<file path="config.mk">
export PLATFORM = sky130hd
export DESIGN_NAME = sbr_phy_regs
export DESIGN_NICKNAME = d
export VERILOG_FILES = /design/src/core/sbr_pkg.sv /design/src/core/sbr_long_reset_timer.sv /design/src/core/sbr_phy_regs.sv
export SDC_FILE = /design/constraint.sdc
export NUM_CORES = 1
export LEC_CHECK = 0
export ABC_AREA = 1
export BUFFER_PORTS_ARGS = -buffer_cell sky130_fd_sc_hd__clkbuf_2
export CAP_MARGIN = 20
export CORE_MARGIN = 5
export CORE_UTILIZATION = 44
export CTS_CLUSTER_DIAMETER = 80
export CTS_CLUSTER_SIZE = 40
export DETAILED_ROUTE_END_ITERATION = 8
export GPL_TIMING_DRIVEN = 0
export PLACE_DENSITY = 0.68
export SYNTH_ARGS = -nofsm -noshare
export SYNTH_HDL_FRONTEND = slang
export SYNTH_SLANG_ARGS = --single-unit
</file>
<file path="constraint.sdc">
create_clock -name clk -period 1.3 [get_ports clk]
set_input_delay 0.195 -clock clk [delete_from_list [all_inputs] [get_ports clk]]
set_output_delay 0.195 -clock clk [all_outputs]
set_load 0.05 [all_outputs]
</file>
<file path="src/core/sbr_pkg.sv">
// constants, field layout and types of the serial-bus phy base register file
// ---------------------------------------------------------------------------
// ---------------------------------------------------------------------------
package sbr_pkg;

	// -----------------------------------------------------------------------
	// register addresses
	// -----------------------------------------------------------------------
	localparam logic [3:0] SBR_OFS_NODE_IDENTITY  = 4'h0; // node_identity_status
	localparam logic [3:0] SBR_OFS_RESET_GAP      = 4'h1; // reset_and_gap_ctrl
	localparam logic [3:0] SBR_OFS_PORT_CAP       = 4'h2; // port_capability_info
	localparam logic [3:0] SBR_OFS_SPEED_LATENCY  = 4'h3; // speed_latency_info
	localparam logic [3:0] SBR_OFS_LINK_POWER     = 4'h4; // link_power_ctrl
	localparam logic [3:0] SBR_OFS_INTERRUPT_CTRL = 4'h5; // interrupt_ctrl
	localparam logic [3:0] SBR_OFS_LEGACY_BRIDGE  = 4'h6; // legacy_speed_bridge
	localparam logic [3:0] SBR_OFS_PAGE_PORT      = 4'h7; // page_port_select
	localparam int         SBR_PAGED_BIT          = 3;    // address bit marking the paged half

	// event status and mask live in the paged half of the vendor page
	localparam logic [2:0] SBR_PAGE_EVENTS        = 3'h7;
	localparam logic [3:0] SBR_OFS_EVENT_STATUS   = 4'h8;
	localparam logic [3:0] SBR_OFS_EVENT_MASK     = 4'h9;

	// -----------------------------------------------------------------------
	// field positions (bit 7 is the first bit on the wire)
	// -----------------------------------------------------------------------
	localparam int SBR_NODE_ADDR_LSB = 2;
	localparam int SBR_ROOT_BIT      = 1;
	localparam int SBR_PWR_BIT       = 0;
	localparam int SBR_HOLDOFF_BIT   = 7;
	localparam int SBR_LONG_RST_BIT  = 6;
	localparam int SBR_GAP_LSB       = 0;
	localparam int SBR_EXT_LSB       = 5;
	localparam int SBR_PORTS_LSB     = 0;
	localparam int SBR_SPEED_LSB     = 5;
	localparam int SBR_DELAY_LSB     = 0;
	localparam int SBR_PAGE_LSB      = 5;
	localparam int SBR_PORT_LSB      = 0;

	// -----------------------------------------------------------------------
	// constant field values and reset values
	// -----------------------------------------------------------------------
	localparam logic [2:0] SBR_EXTENDED_VAL  = 3'h7;  // extended register set present
	localparam logic [4:0] SBR_NUM_PORTS_VAL = 5'h03; // three ports implemented
	localparam logic [2:0] SBR_SPEED_VAL     = 3'h7;  // legacy field, no longer used
	localparam logic [3:0] SBR_DELAY_VAL     = 4'h2;  // 144 ns + 20 ns per count
	localparam logic [5:0] SBR_GAP_RESET     = 6'h3F;
	localparam logic [5:0] SBR_NODE_RESET    = 6'h00;
	localparam logic [2:0] SBR_PAGE_RESET    = 3'h0;
	localparam logic [3:0] SBR_PORT_RESET    = 4'h0;

	// -----------------------------------------------------------------------
	// event bits of the status and mask registers
	// -----------------------------------------------------------------------
	localparam int         SBR_EVT_W         = 4;
	localparam int         SBR_EVT_BUS_RESET = 0;
	localparam int         SBR_EVT_SELF_ID   = 1;
	localparam int         SBR_EVT_ROOT      = 2;
	localparam int         SBR_EVT_PWR_LOST  = 3;
	localparam logic [3:0] SBR_EVT_RESET     = 4'h0;

	// -----------------------------------------------------------------------
	// timing
	// -----------------------------------------------------------------------
	localparam int          SBR_CLK_PERIOD_NS  = 50;
	localparam int          SBR_LONG_RESET_NS  = 166000;
	localparam int          SBR_LONG_RESET_W   = 12;
	localparam logic [11:0] SBR_LONG_RESET_CYC =
		12'((SBR_LONG_RESET_NS + SBR_CLK_PERIOD_NS - 1) / SBR_CLK_PERIOD_NS);

	// long reset sequencing as seen by the register file
	typedef enum logic [1:0] {
		SBR_LR_IDLE = 2'b01,
		SBR_LR_RUN  = 2'b10
	} sbr_lr_e;

	// timer states
	typedef enum logic [1:0] {
		SBR_TMR_IDLE = 2'b01,
		SBR_TMR_RUN  = 2'b10
	} sbr_tmr_e;

endpackage : sbr_pkg

</file>
<file path="src/core/sbr_long_reset_timer.sv">
// timer that holds the long bus reset for its full duration
module sbr_long_reset_timer
	import sbr_pkg::*;
(
	input  wire logic clk,
	input  wire logic reset_n,
	input  wire logic start,
	output logic      active,
	output logic      done
);

	typedef struct packed {
		sbr_tmr_e                    state;
		logic [SBR_LONG_RESET_W-1:0] cnt;
		logic                        active;
		logic                        done;
	} sbr_tmr_s;

	sbr_tmr_s s;
	sbr_tmr_s next_s;

	// count down the reset length; done pulses once at the end
	always_comb begin
		next_s      = s;
		next_s.done = 1'b0;
		case (s.state)
			SBR_TMR_IDLE: begin
				if (start) begin
					next_s.state  = SBR_TMR_RUN;
					next_s.cnt    = SBR_LONG_RESET_CYC - 12'h001;
					next_s.active = 1'b1;
				end
			end
			SBR_TMR_RUN: begin
				if (s.cnt == 12'h000) begin
					next_s.state  = SBR_TMR_IDLE;
					next_s.active = 1'b0;
					next_s.done   = 1'b1;
				end else begin
					next_s.cnt = s.cnt - 12'h001;
				end
			end
			default: begin
				next_s.state  = SBR_TMR_IDLE;
				next_s.active = 1'b0;
			end
		endcase
	end

	// state register
	always_ff @(posedge clk) begin
		if (!reset_n) begin
			s <= '{state: SBR_TMR_IDLE, cnt: 12'h000, active: 1'b0, done: 1'b0};
		end else begin
			s <= next_s;
		end
	end

	assign active = s.active;
	assign done   = s.done;

endmodule : sbr_long_reset_timer

</file>
<file path="src/core/sbr_phy_regs.sv">
// base register file of the serial-bus cable phy, with event status and mask
// each race has one fixed winner,
// noted where it is settled,
// and outputs come from flops
module sbr_phy_regs
	import sbr_pkg::*;
(
	input  wire logic       clk,
	input  wire logic       reset_n,
	// register port
	input  wire logic [3:0] reg_addr,
	input  wire logic [7:0] reg_wdata,
	input  wire logic       reg_wr,
	input  wire logic       reg_rd,
	output logic      [7:0] reg_rdata,
	// phy core status
	input  wire logic       bus_reset_seen,
	// busy while rx or tx runs
	input  wire logic       link_busy,
	input  wire logic       self_id_done,
	input  wire logic [5:0] self_id_addr,
	input  wire logic       tree_id_root,
	// high while power is good
	input  wire logic       cable_power_sense,
	// configuration packet updates
	input  wire logic       cfg_gap_valid,
	input  wire logic [5:0] cfg_gap,
	input  wire logic       cfg_holdoff_valid,
	input  wire logic       cfg_holdoff,
	// controls toward the phy core
	output logic      [5:0] gap_count,
	output logic            root_holdoff,
	output logic            node_address_valid,
	output logic            long_bus_reset,
	output logic      [2:0] page_select,
	output logic      [3:0] port_select,
	// level interrupt
	output logic            irq
);

	// -----------------------------------------------------------------------
	// state
	// -----------------------------------------------------------------------
	typedef struct packed {
		// node identity fields
		logic [5:0]           node_bus_address;
		logic                 addr_valid;
		logic                 root;
		logic                 cable_power_flag;
		logic                 pwr_prev;

		// control fields
		logic                 root_holdoff;
		logic                 long_bus_reset_request;
		logic [5:0]           gap;
		logic                 gap_stale;     // one bus reset seen with no gap update

		// select fields
		logic [2:0]           page;
		logic [3:0]           port;

		// events, read data, sequencer
		logic [SBR_EVT_W-1:0] evt_status;
		logic [SBR_EVT_W-1:0] evt_mask;
		logic [7:0]           rdata;
		logic                 irq;
		sbr_lr_e              lr_state;
		logic                 lr_start;
	} sbr_regs_s;

	sbr_regs_s s;
	sbr_regs_s next_s;
	// one pass fills next_s

	// timer handshake
	logic tmr_active;
	logic tmr_done;

	// -----------------------------------------------------------------------
	// long bus reset timer
	// -----------------------------------------------------------------------
	// start pulses for one cycle
	// done ends the sequencer wait
	sbr_long_reset_timer u_timer (
		.clk     (clk),
		.reset_n (reset_n),
		.start   (s.lr_start),
		.active  (tmr_active),
		.done    (tmr_done)
	);

	// -----------------------------------------------------------------------
	// decode helpers
	// -----------------------------------------------------------------------
	// decode and helpers
	logic                 bus_reset;   // any bus reset, seen or started here
	logic                 paged;
	logic                 events_page;
	logic                 wr_reset_gap;
	logic                 wr_page_port;
	logic                 wr_mask;
	logic                 rd_status;
	logic [SBR_EVT_W-1:0] evt_now;
	logic [7:0]           rd_value;

	// our own long reset counts as a bus reset at the moment it starts
	assign bus_reset    = bus_reset_seen | s.lr_start;

	// address decode
	assign paged        = reg_addr[SBR_PAGED_BIT];
	assign events_page  = (s.page == SBR_PAGE_EVENTS);
	assign wr_reset_gap = reg_wr && (reg_addr == SBR_OFS_RESET_GAP);
	assign wr_page_port = reg_wr && (reg_addr == SBR_OFS_PAGE_PORT);
	assign wr_mask      = reg_wr && events_page && (reg_addr == SBR_OFS_EVENT_MASK);
	assign rd_status    = reg_rd && events_page && (reg_addr == SBR_OFS_EVENT_STATUS);

	// events that set the sticky status bits this cycle
	always_comb begin
		evt_now                    = SBR_EVT_RESET;
		evt_now[SBR_EVT_BUS_RESET] = bus_reset;
		evt_now[SBR_EVT_SELF_ID]   = self_id_done;

		// root pulse masked by a bus reset
		evt_now[SBR_EVT_ROOT]      = tree_id_root & ~bus_reset;

		// power loss: falling edge only
		evt_now[SBR_EVT_PWR_LOST]  = s.pwr_prev & ~cable_power_sense;
	end

	// -----------------------------------------------------------------------
	// read multiplexer
	// -----------------------------------------------------------------------
	// base half is page independent, paged half holds only the event pair
	always_comb begin
		rd_value = 8'h00;
		if (!paged) begin
			case (reg_addr)
				// id, root and power flags
				SBR_OFS_NODE_IDENTITY: begin
					rd_value[SBR_NODE_ADDR_LSB +: 6] = s.node_bus_address;
					rd_value[SBR_ROOT_BIT]           = s.root;
					rd_value[SBR_PWR_BIT]            = s.cable_power_flag;
				end

				// holdoff, request, gap
				SBR_OFS_RESET_GAP: begin
					rd_value[SBR_HOLDOFF_BIT]  = s.root_holdoff;
					rd_value[SBR_LONG_RST_BIT] = s.long_bus_reset_request;
					rd_value[SBR_GAP_LSB +: 6] = s.gap;
				end

				// fixed capability constants
				SBR_OFS_PORT_CAP: begin
					rd_value[SBR_EXT_LSB +: 3]   = SBR_EXTENDED_VAL;
					rd_value[SBR_PORTS_LSB +: 5] = SBR_NUM_PORTS_VAL;
				end

				// legacy speed and latency
				SBR_OFS_SPEED_LATENCY: begin
					rd_value[SBR_SPEED_LSB +: 3] = SBR_SPEED_VAL;
					rd_value[SBR_DELAY_LSB +: 4] = SBR_DELAY_VAL;
				end

				// page high, port low
				SBR_OFS_PAGE_PORT: begin
					rd_value[SBR_PAGE_LSB +: 3] = s.page;
					rd_value[SBR_PORT_LSB +: 4] = s.port;
				end
				default: begin
					rd_value = 8'h00; // registers 4 to 6 not held here
				end
			endcase
		end else if (events_page) begin
			// only the event pair here
			case (reg_addr)
				SBR_OFS_EVENT_STATUS: rd_value[SBR_EVT_W-1:0] = s.evt_status;
				SBR_OFS_EVENT_MASK:   rd_value[SBR_EVT_W-1:0] = s.evt_mask;
				default:              rd_value = 8'h00;
			endcase
		end
	end

	// -----------------------------------------------------------------------
	// next state
	// -----------------------------------------------------------------------
	always_comb begin
		next_s          = s;
		next_s.lr_start = 1'b0;

		// read data stand only in the cycle after the read strobe
		// so no stale value lingers
		next_s.rdata = reg_rd ? rd_value : 8'h00;

		// node address is invalid from a bus reset until self-id completes
		// self-id wins in one cycle
		if (bus_reset) begin
			next_s.addr_valid = 1'b0;
		end
		if (self_id_done) begin
			next_s.node_bus_address = self_id_addr;
			next_s.addr_valid       = 1'b1;
		end

		// root flag: cleared by every bus reset, set when tree-id makes us root
		// the clear wins over tree-id
		if (bus_reset) begin
			next_s.root = 1'b0;
		end else if (tree_id_root) begin
			next_s.root = 1'b1;
		end

		// cable power sense is sampled straight into the flag
		// prev feeds the loss event
		next_s.cable_power_flag = cable_power_sense;
		next_s.pwr_prev         = cable_power_sense;

		// root holdoff survives bus resets; config packets are the expected path
		// a packet wins over a write
		if (cfg_holdoff_valid) begin
			next_s.root_holdoff = cfg_holdoff;
		end else if (wr_reset_gap) begin
			next_s.root_holdoff = reg_wdata[SBR_HOLDOFF_BIT];
		end

		// long reset request: a bus reset clears it, a write in the same cycle wins
		// a request in a reset is kept
		if (bus_reset) begin
			next_s.long_bus_reset_request = 1'b0;
		end
		if (wr_reset_gap && reg_wdata[SBR_LONG_RST_BIT]) begin
			next_s.long_bus_reset_request = 1'b1;
		end

		// start the long reset only once the link is quiet
		// our start is a bus reset too
		case (s.lr_state)
			// request, quiet link, idle timer
			SBR_LR_IDLE: begin
				if (s.long_bus_reset_request && !link_busy && !tmr_active) begin
					next_s.lr_start = 1'b1;
					next_s.lr_state = SBR_LR_RUN;
				end
			end

			// block restarts until done
			SBR_LR_RUN: begin
				if (tmr_done) begin
					next_s.lr_state = SBR_LR_IDLE;
				end
			end
			default: begin
				next_s.lr_state = SBR_LR_IDLE;
			end
		endcase

		// gap: an update clears staleness; a second bare bus reset restores 3Fh
		// same-cycle update counts
		if (cfg_gap_valid) begin
			next_s.gap       = cfg_gap;
			next_s.gap_stale = 1'b0;
		end else if (wr_reset_gap) begin
			next_s.gap       = reg_wdata[SBR_GAP_LSB +: 6];
			next_s.gap_stale = 1'b0;
		end else if (bus_reset) begin
			// second bare reset in a row
			if (s.gap_stale) begin
				next_s.gap = SBR_GAP_RESET;
			end
			next_s.gap_stale = 1'b1;
		end

		// page and port selection
		// base fields ignore the page
		if (wr_page_port) begin
			next_s.page = reg_wdata[SBR_PAGE_LSB +: 3];
			next_s.port = reg_wdata[SBR_PORT_LSB +: 4];
		end

		// event mask, writable only through the events page
		// mask bits match status bits
		if (wr_mask) begin
			next_s.evt_mask = reg_wdata[SBR_EVT_W-1:0];
		end

		// sticky status: a read clears, a new event in that cycle survives it
		// no event lost to a read
		if (rd_status) begin
			next_s.evt_status = evt_now;
		end else begin
			next_s.evt_status = s.evt_status | evt_now;
		end

		// interrupt level follows the registered status and mask
		// from next values, so a flop
		next_s.irq = |(next_s.evt_status & next_s.evt_mask);
		// writes elsewhere fall through with no effect
	end

	// -----------------------------------------------------------------------
	// state register
	// -----------------------------------------------------------------------
	// sync reset, constants only
	always_ff @(posedge clk) begin
		if (!reset_n) begin
			s.node_bus_address       <= SBR_NODE_RESET;
			s.addr_valid             <= 1'b0;
			s.root                   <= 1'b0;
			s.cable_power_flag       <= 1'b0;
			s.pwr_prev               <= 1'b0;
			s.root_holdoff           <= 1'b0;
			s.long_bus_reset_request <= 1'b0;
			s.gap                    <= SBR_GAP_RESET;
			s.gap_stale              <= 1'b0;
			s.page                   <= SBR_PAGE_RESET;
			s.port                   <= SBR_PORT_RESET;
			s.evt_status             <= SBR_EVT_RESET;
			s.evt_mask               <= SBR_EVT_RESET;
			s.rdata                  <= 8'h00;
			s.irq                    <= 1'b0;
			s.lr_state               <= SBR_LR_IDLE;
			s.lr_start               <= 1'b0;
		end else begin
			s <= next_s;
		end
	end

	// -----------------------------------------------------------------------
	// outputs, all straight from flip-flops
	// -----------------------------------------------------------------------
	// registered read data
	assign reg_rdata          = s.rdata;
	// controls to the phy core
	assign gap_count          = s.gap;
	assign root_holdoff       = s.root_holdoff;
	assign node_address_valid = s.addr_valid;
	// the timer owns this flop
	assign long_bus_reset     = tmr_active; // timer flop
	assign page_select        = s.page;
	assign port_select        = s.port;
	assign irq                = s.irq;

endmodule : sbr_phy_regs

</file>
==> flow_summary.json <==
{
  "status": "finished with violations",
  "violations": "setup timing",
  "cts.clk_slew.worst_paths_ns": 0.06,
  "final_layout_size_suffix_gt1_share_pct": 34.0,
  "ioPinCount": 61,
  "critPathLaunchType": "register",
  "fmax_mhz": 694,
  "diodes": 0,
  "crit_fanout": 5,
  "yosysSeqAreaShare_pct": 38.7,
  "drv_slew": 0,
  "clk_latency_ns": 0.34,
  "routedWlPerCell_um": 13.0,
  "areaGrowthSynthToFinish_pct": 27.0,
  "numCtsBuffers": 9,
  "tns_ns": -1.49,
  "hp-class": "input pin to register",
  "power_density_mw_per_mm2": 1010,
  "cts-root-buf": "clkbuf_8",
  "maxCapViolCount": 0,
  "syn_avg_cell_area_um2": 7.01,
  "die_w_um": 94.0,
  "dieArea_mm2": 0.00884,
  "end_kind": "register",
  "via_per_inst": 4.86,
  "peakVddDrop_v": 0.000552,
  "dp.cells": 598,
  "postRouteAntennaNets": 0,
  "hold_buffers": 0,
  "start_util_pct": 45.5,
  "hpwl_um": 6140,
  "max_slew_margin_pct": 57.0,
  "yosysTopAreaCellShare_pct": 38.7,
  "core_mm2": 0.00683,
  "synth_area_leaders": "dfxtp_1 39%, nand2_1 12%, inv_1 7.4%",
  "power_w": 0.00397,
  "drtIter0Drc": 189,
  "die_h_um": 94.0,
  "synthesis.nets": 481,
  "cts_htree_levels": 3,
  "final_common_cell": "nand2_1",
  "synth-async-reset-ratio_pct": 0,
  "wirelength_um": 8120,
  "core.rowCount": 30,
  "critPathKind": "register to register",
  "finalCriticalPeriod_ns": 1.44,
  "cp.required_ns": 1.56,
  "rsz0062_at_grt": "true",
  "stdcell_count": 623,
  "gr-total-overflow": 0,
  "synth_cell_types": 36,
  "grt_usage_pct": 19.3,
  "arrival_ns": 1.70,
  "grt_start_max_net_pins": 11,
  "final.setup.worst_slack_ns": -0.142,
  "gp_congestion": 0.903,
  "clockBufferDepth": 2,
  "synth_edf_count": 0,
  "finClkSkew_ns": 0.00645,
  "synth_area_mm2": 0.00311,
  "antenna_found_initial": 0,
  "final_cell_mix": "97 x nand2_1, 59 x inv_1, 54 x clkbuf_2",
  "hold_viol": 0,
  "grt_pass1_wl_um": 13500,
  "dr.pass1.iters": 4,
  "cp_slowest_cell": "dfxtp_2",
  "p_leak_nw": 1.91,
  "ys_ff_latch": 60,
  "setup_viol": 14,
  "hold_slack_ns": 0.0608,
  "period_share_pct": 111,
  "synthCells": 443,
  "path_cells": "inv_4, ha_4, nand3_2, nor2_2, nand2_2, a21boi_4, buf_6, nand2_1, a21oi_2",
  "yosysTopAreaCell": "dfxtp_1",
  "port-buffer-count": 59,
  "nets": 561,
  "grt_pass1_vias": 2916,
  "yosys_warnings": 0,
  "synth_ff_type": "dfxtp_1",
  "drcViolationCount": 0,
  "cts.sinks": 60,
  "cts_tree": "built",
  "max_stage_delay_ns": 0.32,
  "vias": 3026,
  "worstMarginPinSlew_ns": 0.644
}
cells by family (layout without fill, tap and decap cells):
group	Yosys count	in the layout	share of synthesized area, %
and+or+nand+nor	200	200	28.8
buffers and inverters	96	180	14.8
AOI/OAI and AO/OA	83	83	16.4
DFF	60	60	38.7
adders and majority gates	2	2	0.806
xor gates and xnor gates	2	2	0.564
critical path, delay by kind of cell, from the launching register on:
kind | cells | cell delay [ns]
flip-flops | 1 | 0.32
adder cells (fa/ha/maj) | 1 | 0.13
AND/OR/NAND/NOR | 4 | 0.32
buffers and inverters | 2 | 0.24
AO/OA/AOI/OAI | 2 | 0.35
power by group:
group / internal [W] / switching (W)
Clock: 0.000887 / 0.000677
Sequential: 0.00189 / 0.0000307
Combinational: 0.000163 / 0.000323
through the flow:
stage | worst slack (ns) | instance area (um^2) | utilization [%]
after floorplan | -0.00666 | 3130 | -
after global placement | -0.155 | 3550 | 52.0
after detailed placement | -0.194 | 3550 | 52.0
after CTS | -0.127 | 3870 | 56.7
after global routing | -0.228 | 3940 | 57.7
final | -0.142 | 3940 | 57.7
metal layers:
layer | global-route usage, % | share of wire (%) | up-vias
li1 | - | - | 1551
met1 | 22.5 | 42 | 1367
met2 | 33.3 | 50 | 95
met3 | 6.01 | 6.6 | 13
met4 | 6.38 | 1.8 | 0
met5 | 0 | 0 | -
sequential cells by signal, summed over array words and instances (netlist names):
name	cells
s	21
u_timer.done	1
node_address_valid	1
page_select	3
port_select	4
reg_rdata	8
u_timer.s	13
gap_count	6
irq	1
u_timer.active	1
root_holdoff	1
cells in the mapped netlist (2+ instances only):
cell type	n
nor2_4	4
inv_1	61
nand3_1	28
a21oi_2	5
nor2_1	40
dfxtp_1	60
nand3b_1	2
a211oi_1	3
o21ai_1	5
clkbuf_1	4
nand2_1	101
buf_2	2
a21oi_1	26
o22ai_1	4
nand2_4	2
nor2_2	5
ha_1	2
o21ai_0	25
buf_6	2
o211ai_1	8
buf_4	22
a22o_1	2
nor3_1	5
nand2_2	10
inv_2	4
cell type report:
class	instances	area (um^2)
fill	677	2890
multi-input combinational	287	1550
sequential	60	1230
timing repair buffer	69	392
inverter	65	246
buffer	31	219
clock buffer	14	183
tap	96	120
clock inverter	1	5.00
path summary, 6_finish.rpt:
check	start	to	slack [ns]	depth (start not counted)
max	u_timer.s[2]	u_timer.s[3]	-0.14	9
min	cable_power_sense	s[36]	0.06	3
max reg2reg	u_timer.s[2]	u_timer.s[3]	-0.14	9
min reg2reg	s[44]	s[44]	0.47	2
what timing repair did:
action	CTS	global route
setup endpoints to repair	22	24
pin swaps	15	9
buffers inserted	7	1
gates cloned	2	0
gates resized for setup	25	27
Note: power is estimated with default switching activity, not from simulation.
